--- src/ocs_cfg.svh ---
`ifndef OCS_CFG_SVH
`define OCS_CFG_SVH

// ----------------------------------------
// Register port geometry
// ----------------------------------------
`define OCS_ADDR_W 4
`define OCS_DATA_W 8

// ----------------------------------------
// Register offsets
// ----------------------------------------
`define OCS_REG_CTRL 4'h0
`define OCS_REG_LOCK 4'h1
`define OCS_REG_STAT 4'h2
`define OCS_REG_OPT 4'h3

// ----------------------------------------
// Unlock keys, written in this order to the lock register
// ----------------------------------------
`define OCS_KEY_FIRST 8'hE7
`define OCS_KEY_SECOND 8'h18

// ----------------------------------------
// Reset values
// ----------------------------------------
// Precision oscillator and watchdog oscillator on, detectors off, source 0
`define OCS_CTRL_RST 8'hA0
`define OCS_OPT_RST 2'h0

// ----------------------------------------
// Source select codes
// ----------------------------------------
`define OCS_SRC_IPO 2'h0
`define OCS_SRC_XTAL 2'h1
`define OCS_SRC_PIN 2'h2
`define OCS_SRC_WDT 2'h3

// ----------------------------------------
// Status bit positions
// ----------------------------------------
`define OCS_ST_PRI_FAIL 0
`define OCS_ST_WDT_FAIL 1
`define OCS_ST_WDT_DEAD 2
`define OCS_ST_FALLBACK 3
`define OCS_ST_SRC_LSB 4
`define OCS_ST_UNLOCKED 7

// ----------------------------------------
// Failure timing
// ----------------------------------------
`define OCS_FAIL_TIME_NS 1000000
`define OCS_CLK_PERIOD_NS 25
`define OCS_FAIL_CYCLES (`OCS_FAIL_TIME_NS / `OCS_CLK_PERIOD_NS)
`define OCS_CNT_W 16
`define OCS_CNT_ONE 16'h0001

`endif

--- src/ocs_pkg.sv ---
`include "ocs_cfg.svh"

package ocs_pkg;

  // ----------------------------------------
  // Clock sources reachable by the system clock
  // ----------------------------------------
  typedef enum logic [1:0] {
    OCS_IPO  = `OCS_SRC_IPO,
    OCS_XTAL = `OCS_SRC_XTAL,
    OCS_PIN  = `OCS_SRC_PIN,
    OCS_WDT  = `OCS_SRC_WDT
  } ocs_src_t;

  // ----------------------------------------
  // Control register layout, msb first
  // ----------------------------------------
  typedef struct packed {
    logic ipo_en;
    logic xtal_en;
    logic wdt_osc_en;
    logic sec_osc_en;
    logic primary_fail_detect_enable;
    logic watchdog_fail_detector_enable;
    ocs_src_t system_clock_source_select;
  } ocs_ctrl_t;

  // ----------------------------------------
  // Unlock sequence states
  // ----------------------------------------
  typedef enum logic [2:0] {
    OCS_LK_CLOSED = 3'b001,
    OCS_LK_HALF   = 3'b010,
    OCS_LK_OPEN   = 3'b100
  } ocs_lock_t;

  // ----------------------------------------
  // Primary oscillator mode from option bits
  // ----------------------------------------
  typedef enum logic [1:0] {
    OCS_MODE_MEDIUM = 2'h0,
    OCS_MODE_MAX    = 2'h1,
    OCS_MODE_RC_EXT = 2'h2,
    OCS_MODE_RSVD   = 2'h3
  } ocs_mode_t;

endpackage
--- src/ocs_mon_if.sv ---
`timescale 1ns/1ps
`default_nettype none

// Carries one oscillator monitor's control and result
interface ocs_mon_if;
  logic enable;
  logic restart;
  logic level;
  logic fail;
  modport ctrl (output enable, output restart, output level, input fail);
  modport mon (input enable, input restart, input level, output fail);
endinterface

`default_nettype wire

--- src/ocs_clock_ctrl.sv ---
// Our own choices: the address map and strobed register access.
`timescale 1ns/1ps
`default_nettype none
`include "ocs_cfg.svh"

// Function
// RL1: Software disables both detectors before switching source
// RL2: Detectors may re-enable after select write
// RL3: Precision oscillator stays on unless software disables
// RL4: Primary failure: event, fall back to watchdog
// RL5: No fallback if watchdog is source or off
// RL6: Primary failure below about 1 kHz
// RL7: Software avoids detection with very slow clocks
// RL8: Watchdog failure: event only, no switch
// RL9: After watchdog failure, primary detection stops
// RL10: Software clears watchdog detector when unusable
// RL11: Other accesses never abort unlock sequence; here a control write between the two keys aborts it
// RL12: No divider; selected source drives system clock
// RL13: Secondary oscillator feeds only three timers
// RL14: Primary oscillator mode comes from option bits
// RL15: Sticky failure flags until software clears
module ocs_clock_ctrl
  import ocs_pkg::*;
#(
  parameter int FAIL_CYCLES = `OCS_FAIL_CYCLES,
  parameter int CNT_W = `OCS_CNT_W,
  parameter int TIMERS = 3
) (
  input wire logic clock,
  input wire logic rst,
  input wire logic ce,
  input wire logic [`OCS_ADDR_W-1:0] reg_addr,
  input wire logic [`OCS_DATA_W-1:0] reg_wdata,
  input wire logic reg_wr,
  input wire logic reg_rd,
  output logic [`OCS_DATA_W-1:0] reg_rdata,
  input wire logic [3:0] osc_level,
  input wire logic [1:0] opt_osc_mode,
  input wire logic opt_sec_ext_clock,
  output logic [1:0] system_clock_source_select,
  output logic internal_precision_oscillator_en,
  output logic xtal_osc_en,
  output logic wdt_osc_en,
  output logic sec_osc_en,
  output logic [TIMERS-1:0] timer_sec_clk_en,
  output logic [1:0] primary_osc_mode,
  output logic sec_osc_ext_mode,
  output logic clock_fail_event
);

  // ----------------------------------------
  // State
  // ----------------------------------------
  typedef struct packed {
    ocs_ctrl_t ctrl;
    ocs_lock_t lock;
    logic pri_fail_flag;
    logic wdt_fail_flag;
    logic wdt_dead;
    logic fallback;
    logic restart;
    logic event_p;
    logic [1:0] mode;
    logic sec_ext;
    logic straps_taken;
    logic [`OCS_DATA_W-1:0] rdata;
  } ocs_st_t;

  ocs_st_t s_q;
  ocs_st_t s_d;

  ocs_mon_if mon_pri ();
  ocs_mon_if mon_wdt ();

  // Address match for a strobe; used by the write decodes only
  function automatic logic hit(input logic stb, input logic [`OCS_ADDR_W-1:0] a,
                               input logic [`OCS_ADDR_W-1:0] off);
    hit = stb && (a == off);
  endfunction

  // Status byte as software sees it
  function automatic logic [`OCS_DATA_W-1:0] status_word(input ocs_st_t s);
    logic [`OCS_DATA_W-1:0] w;
    w = '0;
    w[`OCS_ST_PRI_FAIL] = s.pri_fail_flag;
    w[`OCS_ST_WDT_FAIL] = s.wdt_fail_flag;
    w[`OCS_ST_WDT_DEAD] = s.wdt_dead;
    w[`OCS_ST_FALLBACK] = s.fallback;
    w[`OCS_ST_SRC_LSB +: 2] = s.ctrl.system_clock_source_select;
    w[`OCS_ST_UNLOCKED] = (s.lock == OCS_LK_OPEN);
    status_word = w;
  endfunction

  logic wr_ctrl;
  logic wr_lock;
  logic wr_stat;
  logic pri_fail;
  logic wdt_fail;
  logic can_fallback;

  // ----------------------------------------
  // Decode
  // ----------------------------------------
  assign wr_ctrl = hit(reg_wr, reg_addr, `OCS_REG_CTRL);
  assign wr_lock = hit(reg_wr, reg_addr, `OCS_REG_LOCK);
  assign wr_stat = hit(reg_wr, reg_addr, `OCS_REG_STAT);
  assign pri_fail = mon_pri.fail;
  assign wdt_fail = mon_wdt.fail;
  // Fallback needs a running watchdog oscillator that is not already the source
  assign can_fallback = s_q.ctrl.wdt_osc_en &&
                        (s_q.ctrl.system_clock_source_select != OCS_WDT); // RL5

  // ----------------------------------------
  // Monitor hookup
  // ----------------------------------------
  // The primary monitor watches whichever source drives the system clock,
  // since that is the clock the core would lose
  assign mon_pri.level = osc_level[s_q.ctrl.system_clock_source_select];
  assign mon_pri.enable = s_q.ctrl.primary_fail_detect_enable && !s_q.wdt_dead; // RL9
  assign mon_pri.restart = s_q.restart; // RL2
  // The watchdog monitor is held off when it could only report nonsense
  assign mon_wdt.level = osc_level[OCS_WDT];
  assign mon_wdt.enable = s_q.ctrl.watchdog_fail_detector_enable && s_q.ctrl.wdt_osc_en &&
                          (s_q.ctrl.system_clock_source_select != OCS_WDT); // RL10
  assign mon_wdt.restart = s_q.restart;

  ocs_fail_mon #(
    .CNT_W(CNT_W),
    .FAIL_CYCLES(FAIL_CYCLES)
  ) u_mon_pri (
    .clock(clock),
    .rst(rst),
    .ce(ce),
    .m(mon_pri.mon)
  );

  ocs_fail_mon #(
    .CNT_W(CNT_W),
    .FAIL_CYCLES(FAIL_CYCLES)
  ) u_mon_wdt (
    .clock(clock),
    .rst(rst),
    .ce(ce),
    .m(mon_wdt.mon)
  );

  // ----------------------------------------
  // Next state
  // ----------------------------------------
  always_comb begin
    s_d = s_q;
    s_d.restart = 1'b0;
    s_d.event_p = 1'b0;
    s_d.rdata = '0;

    // Option bits are straps: caught once, the cycle after reset is released
    if (!s_q.straps_taken) begin
      s_d.mode = opt_osc_mode; // RL14
      s_d.sec_ext = opt_sec_ext_clock;
      s_d.straps_taken = 1'b1;
    end

    // Unlock sequence; only lock and control writes move it
    unique case (s_q.lock)
      OCS_LK_CLOSED: begin
        if (wr_lock && reg_wdata == `OCS_KEY_FIRST) begin
          s_d.lock = OCS_LK_HALF;
        end
      end
      OCS_LK_HALF: begin
        if (wr_lock) begin
          s_d.lock = (reg_wdata == `OCS_KEY_SECOND) ? OCS_LK_OPEN : OCS_LK_CLOSED;
        end else if (wr_ctrl) begin
          s_d.lock = OCS_LK_CLOSED; // Control write before second key aborts
        end
      end
      OCS_LK_OPEN: begin
        if (wr_lock) begin
          s_d.lock = OCS_LK_CLOSED;
        end else if (wr_ctrl) begin
          // Enables and select take effect here; nothing else is forced
          // off, so the precision oscillator only stops when cleared
          s_d.ctrl = ocs_ctrl_t'(reg_wdata); // RL3
          s_d.lock = OCS_LK_CLOSED;
          s_d.fallback = 1'b0;
          s_d.restart = 1'b1; // RL2
        end
      end
      default: begin
        s_d.lock = OCS_LK_CLOSED;
      end
    endcase
    // Reads and writes elsewhere leave the sequence untouched // RL11

    // Write-one-to-clear of failure flags; a new failure below wins
    if (wr_stat) begin
      if (reg_wdata[`OCS_ST_PRI_FAIL]) begin
        s_d.pri_fail_flag = 1'b0;
      end
      if (reg_wdata[`OCS_ST_WDT_FAIL]) begin
        s_d.wdt_fail_flag = 1'b0;
      end
    end

    // Primary oscillator lost
    if (pri_fail) begin
      s_d.event_p = 1'b1; // RL4
      s_d.pri_fail_flag = 1'b1; // RL15
      if (can_fallback) begin
        s_d.ctrl.system_clock_source_select = OCS_WDT; // RL4
        s_d.fallback = 1'b1;
      end
    end

    // Watchdog oscillator lost: alert only, select is left alone
    if (wdt_fail) begin
      s_d.event_p = 1'b1; // RL8
      s_d.wdt_fail_flag = 1'b1; // RL15
      s_d.wdt_dead = 1'b1; // RL9
    end

    // Read data for exactly the cycle after the strobe
    if (reg_rd) begin
      unique case (reg_addr)
        `OCS_REG_CTRL: s_d.rdata = s_q.ctrl;
        `OCS_REG_STAT: s_d.rdata = status_word(s_q);
        `OCS_REG_OPT: s_d.rdata = {5'h00, s_q.sec_ext, s_q.mode};
        default: s_d.rdata = '0;
      endcase
    end
  end

  // ----------------------------------------
  // State register
  // ----------------------------------------
  // Clock enable low freezes everything, monitors included
  always_ff @(posedge clock) begin
    if (rst) begin
      s_q.ctrl <= ocs_ctrl_t'(`OCS_CTRL_RST);
      s_q.lock <= OCS_LK_CLOSED;
      s_q.pri_fail_flag <= 1'b0;
      s_q.wdt_fail_flag <= 1'b0;
      s_q.wdt_dead <= 1'b0;
      s_q.fallback <= 1'b0;
      s_q.restart <= 1'b0;
      s_q.event_p <= 1'b0;
      s_q.mode <= `OCS_OPT_RST;
      s_q.sec_ext <= 1'b0;
      s_q.straps_taken <= 1'b0;
      s_q.rdata <= '0;
    end else if (ce) begin
      s_q <= s_d;
    end
  end

  // ----------------------------------------
  // Outputs
  // ----------------------------------------
  // Select goes straight to the clock mux; there is no divider stage
  assign system_clock_source_select = s_q.ctrl.system_clock_source_select; // RL12
  assign internal_precision_oscillator_en = s_q.ctrl.ipo_en;
  assign xtal_osc_en = s_q.ctrl.xtal_en;
  assign wdt_osc_en = s_q.ctrl.wdt_osc_en;
  assign sec_osc_en = s_q.ctrl.sec_osc_en;
  // Secondary oscillator has no code on the system select, only timer taps
  assign timer_sec_clk_en = {TIMERS{s_q.ctrl.sec_osc_en}}; // RL13
  assign primary_osc_mode = s_q.mode; // RL14
  assign sec_osc_ext_mode = s_q.sec_ext;
  assign clock_fail_event = s_q.event_p;
  assign reg_rdata = s_q.rdata;

endmodule

`default_nettype wire

--- src/ocs_fail_mon.sv ---
`timescale 1ns/1ps
`default_nettype none
`include "ocs_cfg.svh"

module ocs_fail_mon
  import ocs_pkg::*;
#(
  parameter int CNT_W = `OCS_CNT_W,
  parameter int FAIL_CYCLES = `OCS_FAIL_CYCLES
) (
  input wire logic clock,
  input wire logic rst,
  input wire logic ce,
  ocs_mon_if.mon m
);

  typedef struct packed {
    logic [CNT_W-1:0] cnt;
    logic prev;
    logic tripped;
    logic fail;
  } ocs_mon_st_t;

  localparam logic [CNT_W-1:0] LIMIT = CNT_W'(FAIL_CYCLES - 1);

  ocs_mon_st_t s_q;
  ocs_mon_st_t s_d;

  // ----------------------------------------
  // Silence counter
  // ----------------------------------------
  // Any edge of the watched level restarts the count; a full period
  // without one is a clock slower than the threshold
  always_comb begin
    s_d = s_q;
    s_d.fail = 1'b0;
    s_d.prev = m.level;
    if (!m.enable || m.restart) begin
      s_d.cnt = '0;
      s_d.tripped = 1'b0;
    end else if (m.level != s_q.prev) begin
      s_d.cnt = '0;
    end else if (!s_q.tripped) begin
      if (s_q.cnt == LIMIT) begin
        s_d.fail = 1'b1; // RL6
        s_d.tripped = 1'b1; // One event until the monitor is disabled or restarted, not one per period
        s_d.cnt = '0;
      end else begin
        s_d.cnt = s_q.cnt + CNT_W'(`OCS_CNT_ONE);
      end
    end
  end

  // State register
  always_ff @(posedge clock) begin
    if (rst) begin
      s_q <= '0;
    end else if (ce) begin
      s_q <= s_d;
    end
  end

  assign m.fail = s_q.fail;

endmodule

`default_nettype wire

--- config.mk ---
export PLATFORM = sky130hd
export DESIGN_NAME = ocs_clock_ctrl
export DESIGN_NICKNAME = d
export VERILOG_FILES = /design/src/ocs_pkg.sv /design/src/ocs_mon_if.sv /design/src/ocs_clock_ctrl.sv /design/src/ocs_fail_mon.sv
export VERILOG_INCLUDE_DIRS = /design/src /design/src/src
export SDC_FILE = /design/constraint.sdc
export NUM_CORES = 1
export LEC_CHECK = 0
export BUFFER_PORTS_ARGS = -buffer_cell sky130_fd_sc_hd__buf_4
export CORE_MARGIN = 2
export CORE_UTILIZATION = 50
export DETAILED_ROUTE_END_ITERATION = 10
export PLACE_DENSITY = 0.71
export SYNTH_ARGS = -nofsm -noshare
export SYNTH_HDL_FRONTEND = slang
export SYNTH_SLANG_ARGS = --single-unit
--- constraint.sdc ---
create_clock -name clock -period 2.3 [get_ports clock]
set_input_delay 0.345 -clock clock [delete_from_list [all_inputs] [get_ports clock]]
set_output_delay 0.345 -clock clock [all_outputs]
set_load 0.02 [all_outputs]
==> results.md <==
* Status: finished, final reports clean
* Total CTS buffers at 9
* Most frequent cell after synthesis: dfxtp_1
* # rows at 29
* Synth Area in Adders at 0.744%
* First-pass GRT wire length at roughly 13 mm
* DRC at 0
* Sum of buffers and inverters on the critical path at 1
* Hold Fails Final Rpt at 0
* Crit-path max cell delay at around 550 ps
* Post-synth EDFFs at 0
* DR pass1 iterations at 4
* Final setup fails at 0
* Synth top area cells: dfxtp_1 (40%), nor2_1 (5.8%), mux2i_1 (5.4%), buf_4 (3.6%), a21oi_1 (3.4%)
* CTS root buf: clkbuf_8
* Ys flop type: dfxtp_1
* Crit start category: register
* Via count of the first global-routing pass at 2703
* Worst endpoint data arrival time at ~2500 ps
* Critical path fanouts, max at 6
* Crit-path slowest cell: or4b_4
* CP Capture Type: register
* Post-Syn Instances at around 390
* Synth cell count leaders: dfxtp_1 (67), nor2_1 (52), a21oi_1 (23)
* Fraction of layout cells with a size suffix above 1 at a little under a quarter
* Largest area contributor in the netlist: dfxtp_1
* FF-to-FF setup slack at approximately 50 ps
* Pre-CTS worst setup slack at -308 ps
* Die width at approximately 86 µm
* Syn Nets at just over 400
* CTS Sinks at 67
* Post-synthesis compound-gate area fraction at roughly 12%
* Final Cycle Share at a little over nine tenths
* Top-area cell type share of the netlist area at between 30 and 40%
* Final count of pins violating max slew at 0
* Main combinational cell family by area after synthesis: simple AND/OR/NAND/NOR gates
* Min Tclk post-route at 2250 ps
* FF+latch count, synth at 67
* WL final at approximately 7.5 mm
* Mapped cell area at between 0.003 and 0.004 mm²
* ANT cells at 0
* Overflow after GRT at 0
* Final setup margin at between 50 and 60 ps
* Power density over the cells at 563 mW/mm²
* Critical path launch point: u_mon_pri.s_q[10]
* Avg WL per Cell at between 10 and 15 µm
* Yosys warns at 0
* Initial antenna violation count at 0
* Slew Limit Headroom at around 52%
* Worst hold path type: input pin to register
* RR Startpoint: u_mon_pri.s_q[10]
* Vert. Die Dim at approximately 86 µm
* Slew @ Worst Pin at slightly above 700 ps
* Synth Area in Simple Gates at between 20 and 30%
* XOR/XNOR Fraction of Synth Area at approximately 4.2%
* Crit Path Class: register to register
* Area of the multi-input gates at about 0.0018 mm²
* Cells after DPL at 489
* Layout Cells excl Fill at 508
* DIE AREA at 0.00740 mm²
* Family with the most delay on the worst path: simple AND/OR/NAND/NOR gates
* Register area share after synthesis at 39.9%
* Worst R2R End: u_mon_pri.m.fail
* Max IR drop VDD at ~430 µV
* H-Tree Level Count at 3
* Final HPWL DP at ~5.3 mm
* Setup TNS Final at 0 ps
* Cell count along the critical path at 6
* Clk slew on worst S/H paths at approximately 70 ps
* Mux share of post-synthesis cell area at 8.37%
* P_leak at between 1.5 and 2 nW
* DRT antenna net count at 0
* Global Route Usage Sum at between 20% and 30%
* Via count at just under 3000
* Netlist cell types at 55
* Synth Area per Inst at between 8 and 9 µm²
* Max Clock Skew at ~8.5 ps
* Initial Util at between 50 and 60%
* Hold buffers post-CTS at 0
* Ys async rst share at 0%
* Final-stage net count at roughly 450
* Ports at 45
* End of the critical path: u_mon_pri.m.fail
* Largest net degree at the start of global routing at 45
* Layout area overhead at 17.2%
* Hold wc startpoint: opt_osc_mode[1]
* Max-cap violations at 0
* Core Footprint at ~0.0064 mm²
* Reg area at 0.00135 mm²
* Clock latency on the worst-skew pair at 340 ps
* I/O Buffers at 44
* Placer Congestion at roughly 0.84
* CTS max path bufs at 2
* Critical Path RT at 2570 ps
* Peak Freq at ~440 MHz
* Critical path, cell by cell: or4b_4 > nor4_4 > buf_4 > or3b_1 > or3_1 > a21oi_1
* R2R depth at 6
* CTS tree: built
* Fill cell count at between 500 and 600
* Fin util at about three fifths
* Iter 0 DRT Violations at between 100 and 150
* Via density at around 5.7
==> final cells by class <==
class	instances	share of cell area, %
inverter	11	1.05
multi-input combinational	275	45.7
tap	77	2.44
clock inverter	4	0.635
sequential	67	34.1
clock buffer	12	3.93
timing repair buffer	62	12.1
==> metrics by stage <==
step / cell area (µm²) / hold WS, ps / total power, W
floorplan: 3360 / 433 / 0.00129
global placement: 3730 / 444 / 0.00136
detailed placement: 3730 / 459 / 0.00136
CTS: 3920 / 223 / 0.00224
global route: 3940 / 235 / 0.00231
finish: 3940 / 242 / 0.00222
==> worst reg2reg max path, cell delays in order, from the launching register on <==
cell and delay [ps]:
dfxtp_2 350, or4b_4 550, nor4_4 290, buf_4 190, or3b_1 370, or3_1 310, a21oi_1 140
==> power by group <==
part	internal (W)	switching (W)
Clock	0.000447	0.000441
Sequential	0.00117	0.00000688
Combinational	0.0000717	0.0000859
==> cell families (layout without fill, tap and decap cells) <==
kind of cell	count (synthesis)	in the layout
AOI/OAI and AO/OA	64	64
xor gates and xnor gates	16	16
muxes	26	26
buffers and inverters	44	89
and+or+nand+nor	167	167
adders and majority gates	2	2
DFF	67	67
==> timing repair <==
item                       in CTS  in global routing
pin swaps                       0                  1
gates resized for setup         1                  3
setup buffers                   0                  3
setup endpoints to repair      11                  2
==> per-layer routing <==
layer | up-vias | track usage, % | share of wire, %
met5 | - | 0 | 0
met4 | 0 | 8.23 | 1.7
met3 | 14 | 5.97 | 4.2
met2 | 62 | 32.8 | 46
met1 | 1369 | 29.1 | 48
li1 | 1466 | - | -
==> registers in the layout, indices dropped and copies added (netlist names), 2 cells and up <==
register	count
u_mon_pri.s_q	18
s_q	10
u_mon_wdt.s_q	18
reg_rdata	8
system_clock_source_select	2
primary_osc_mode	2
==> worst min-delay path by stage <==
stage / end / slack [ps] / cells after the start
after floorplan: s_q[14] / 430 / 2
after global placement: s_q[14] / 440 / 2
after detailed placement: s_q[14] / 460 / 2
after CTS: primary_osc_mode[1] / 220 / 3
after global routing: wdt_osc_en / 230 / 3
final: primary_osc_mode[1] / 240 / 3
==> placed cells by master (no fill, tap or decap), drive strengths merged, types with 3 or more instances in the layout <==
cell type	count
mux2i	18
nor4	7
and3	9
a21o	5
nor2	52
nand2	20
nand2b	6
a21oi	23
clkbuf	12
nor4b	4
nor3b	5
buf	62
a221o	4
nand3b	4
or3b	3
xnor2	4
o31ai	4
xor2	12
a22oi	8
or3	5
dfxtp	67
inv	11
nor3	5
and4	5
nand4	15
mux2	7
o21ai	8
nand3	18
Power figures use the tool's default switching activity.
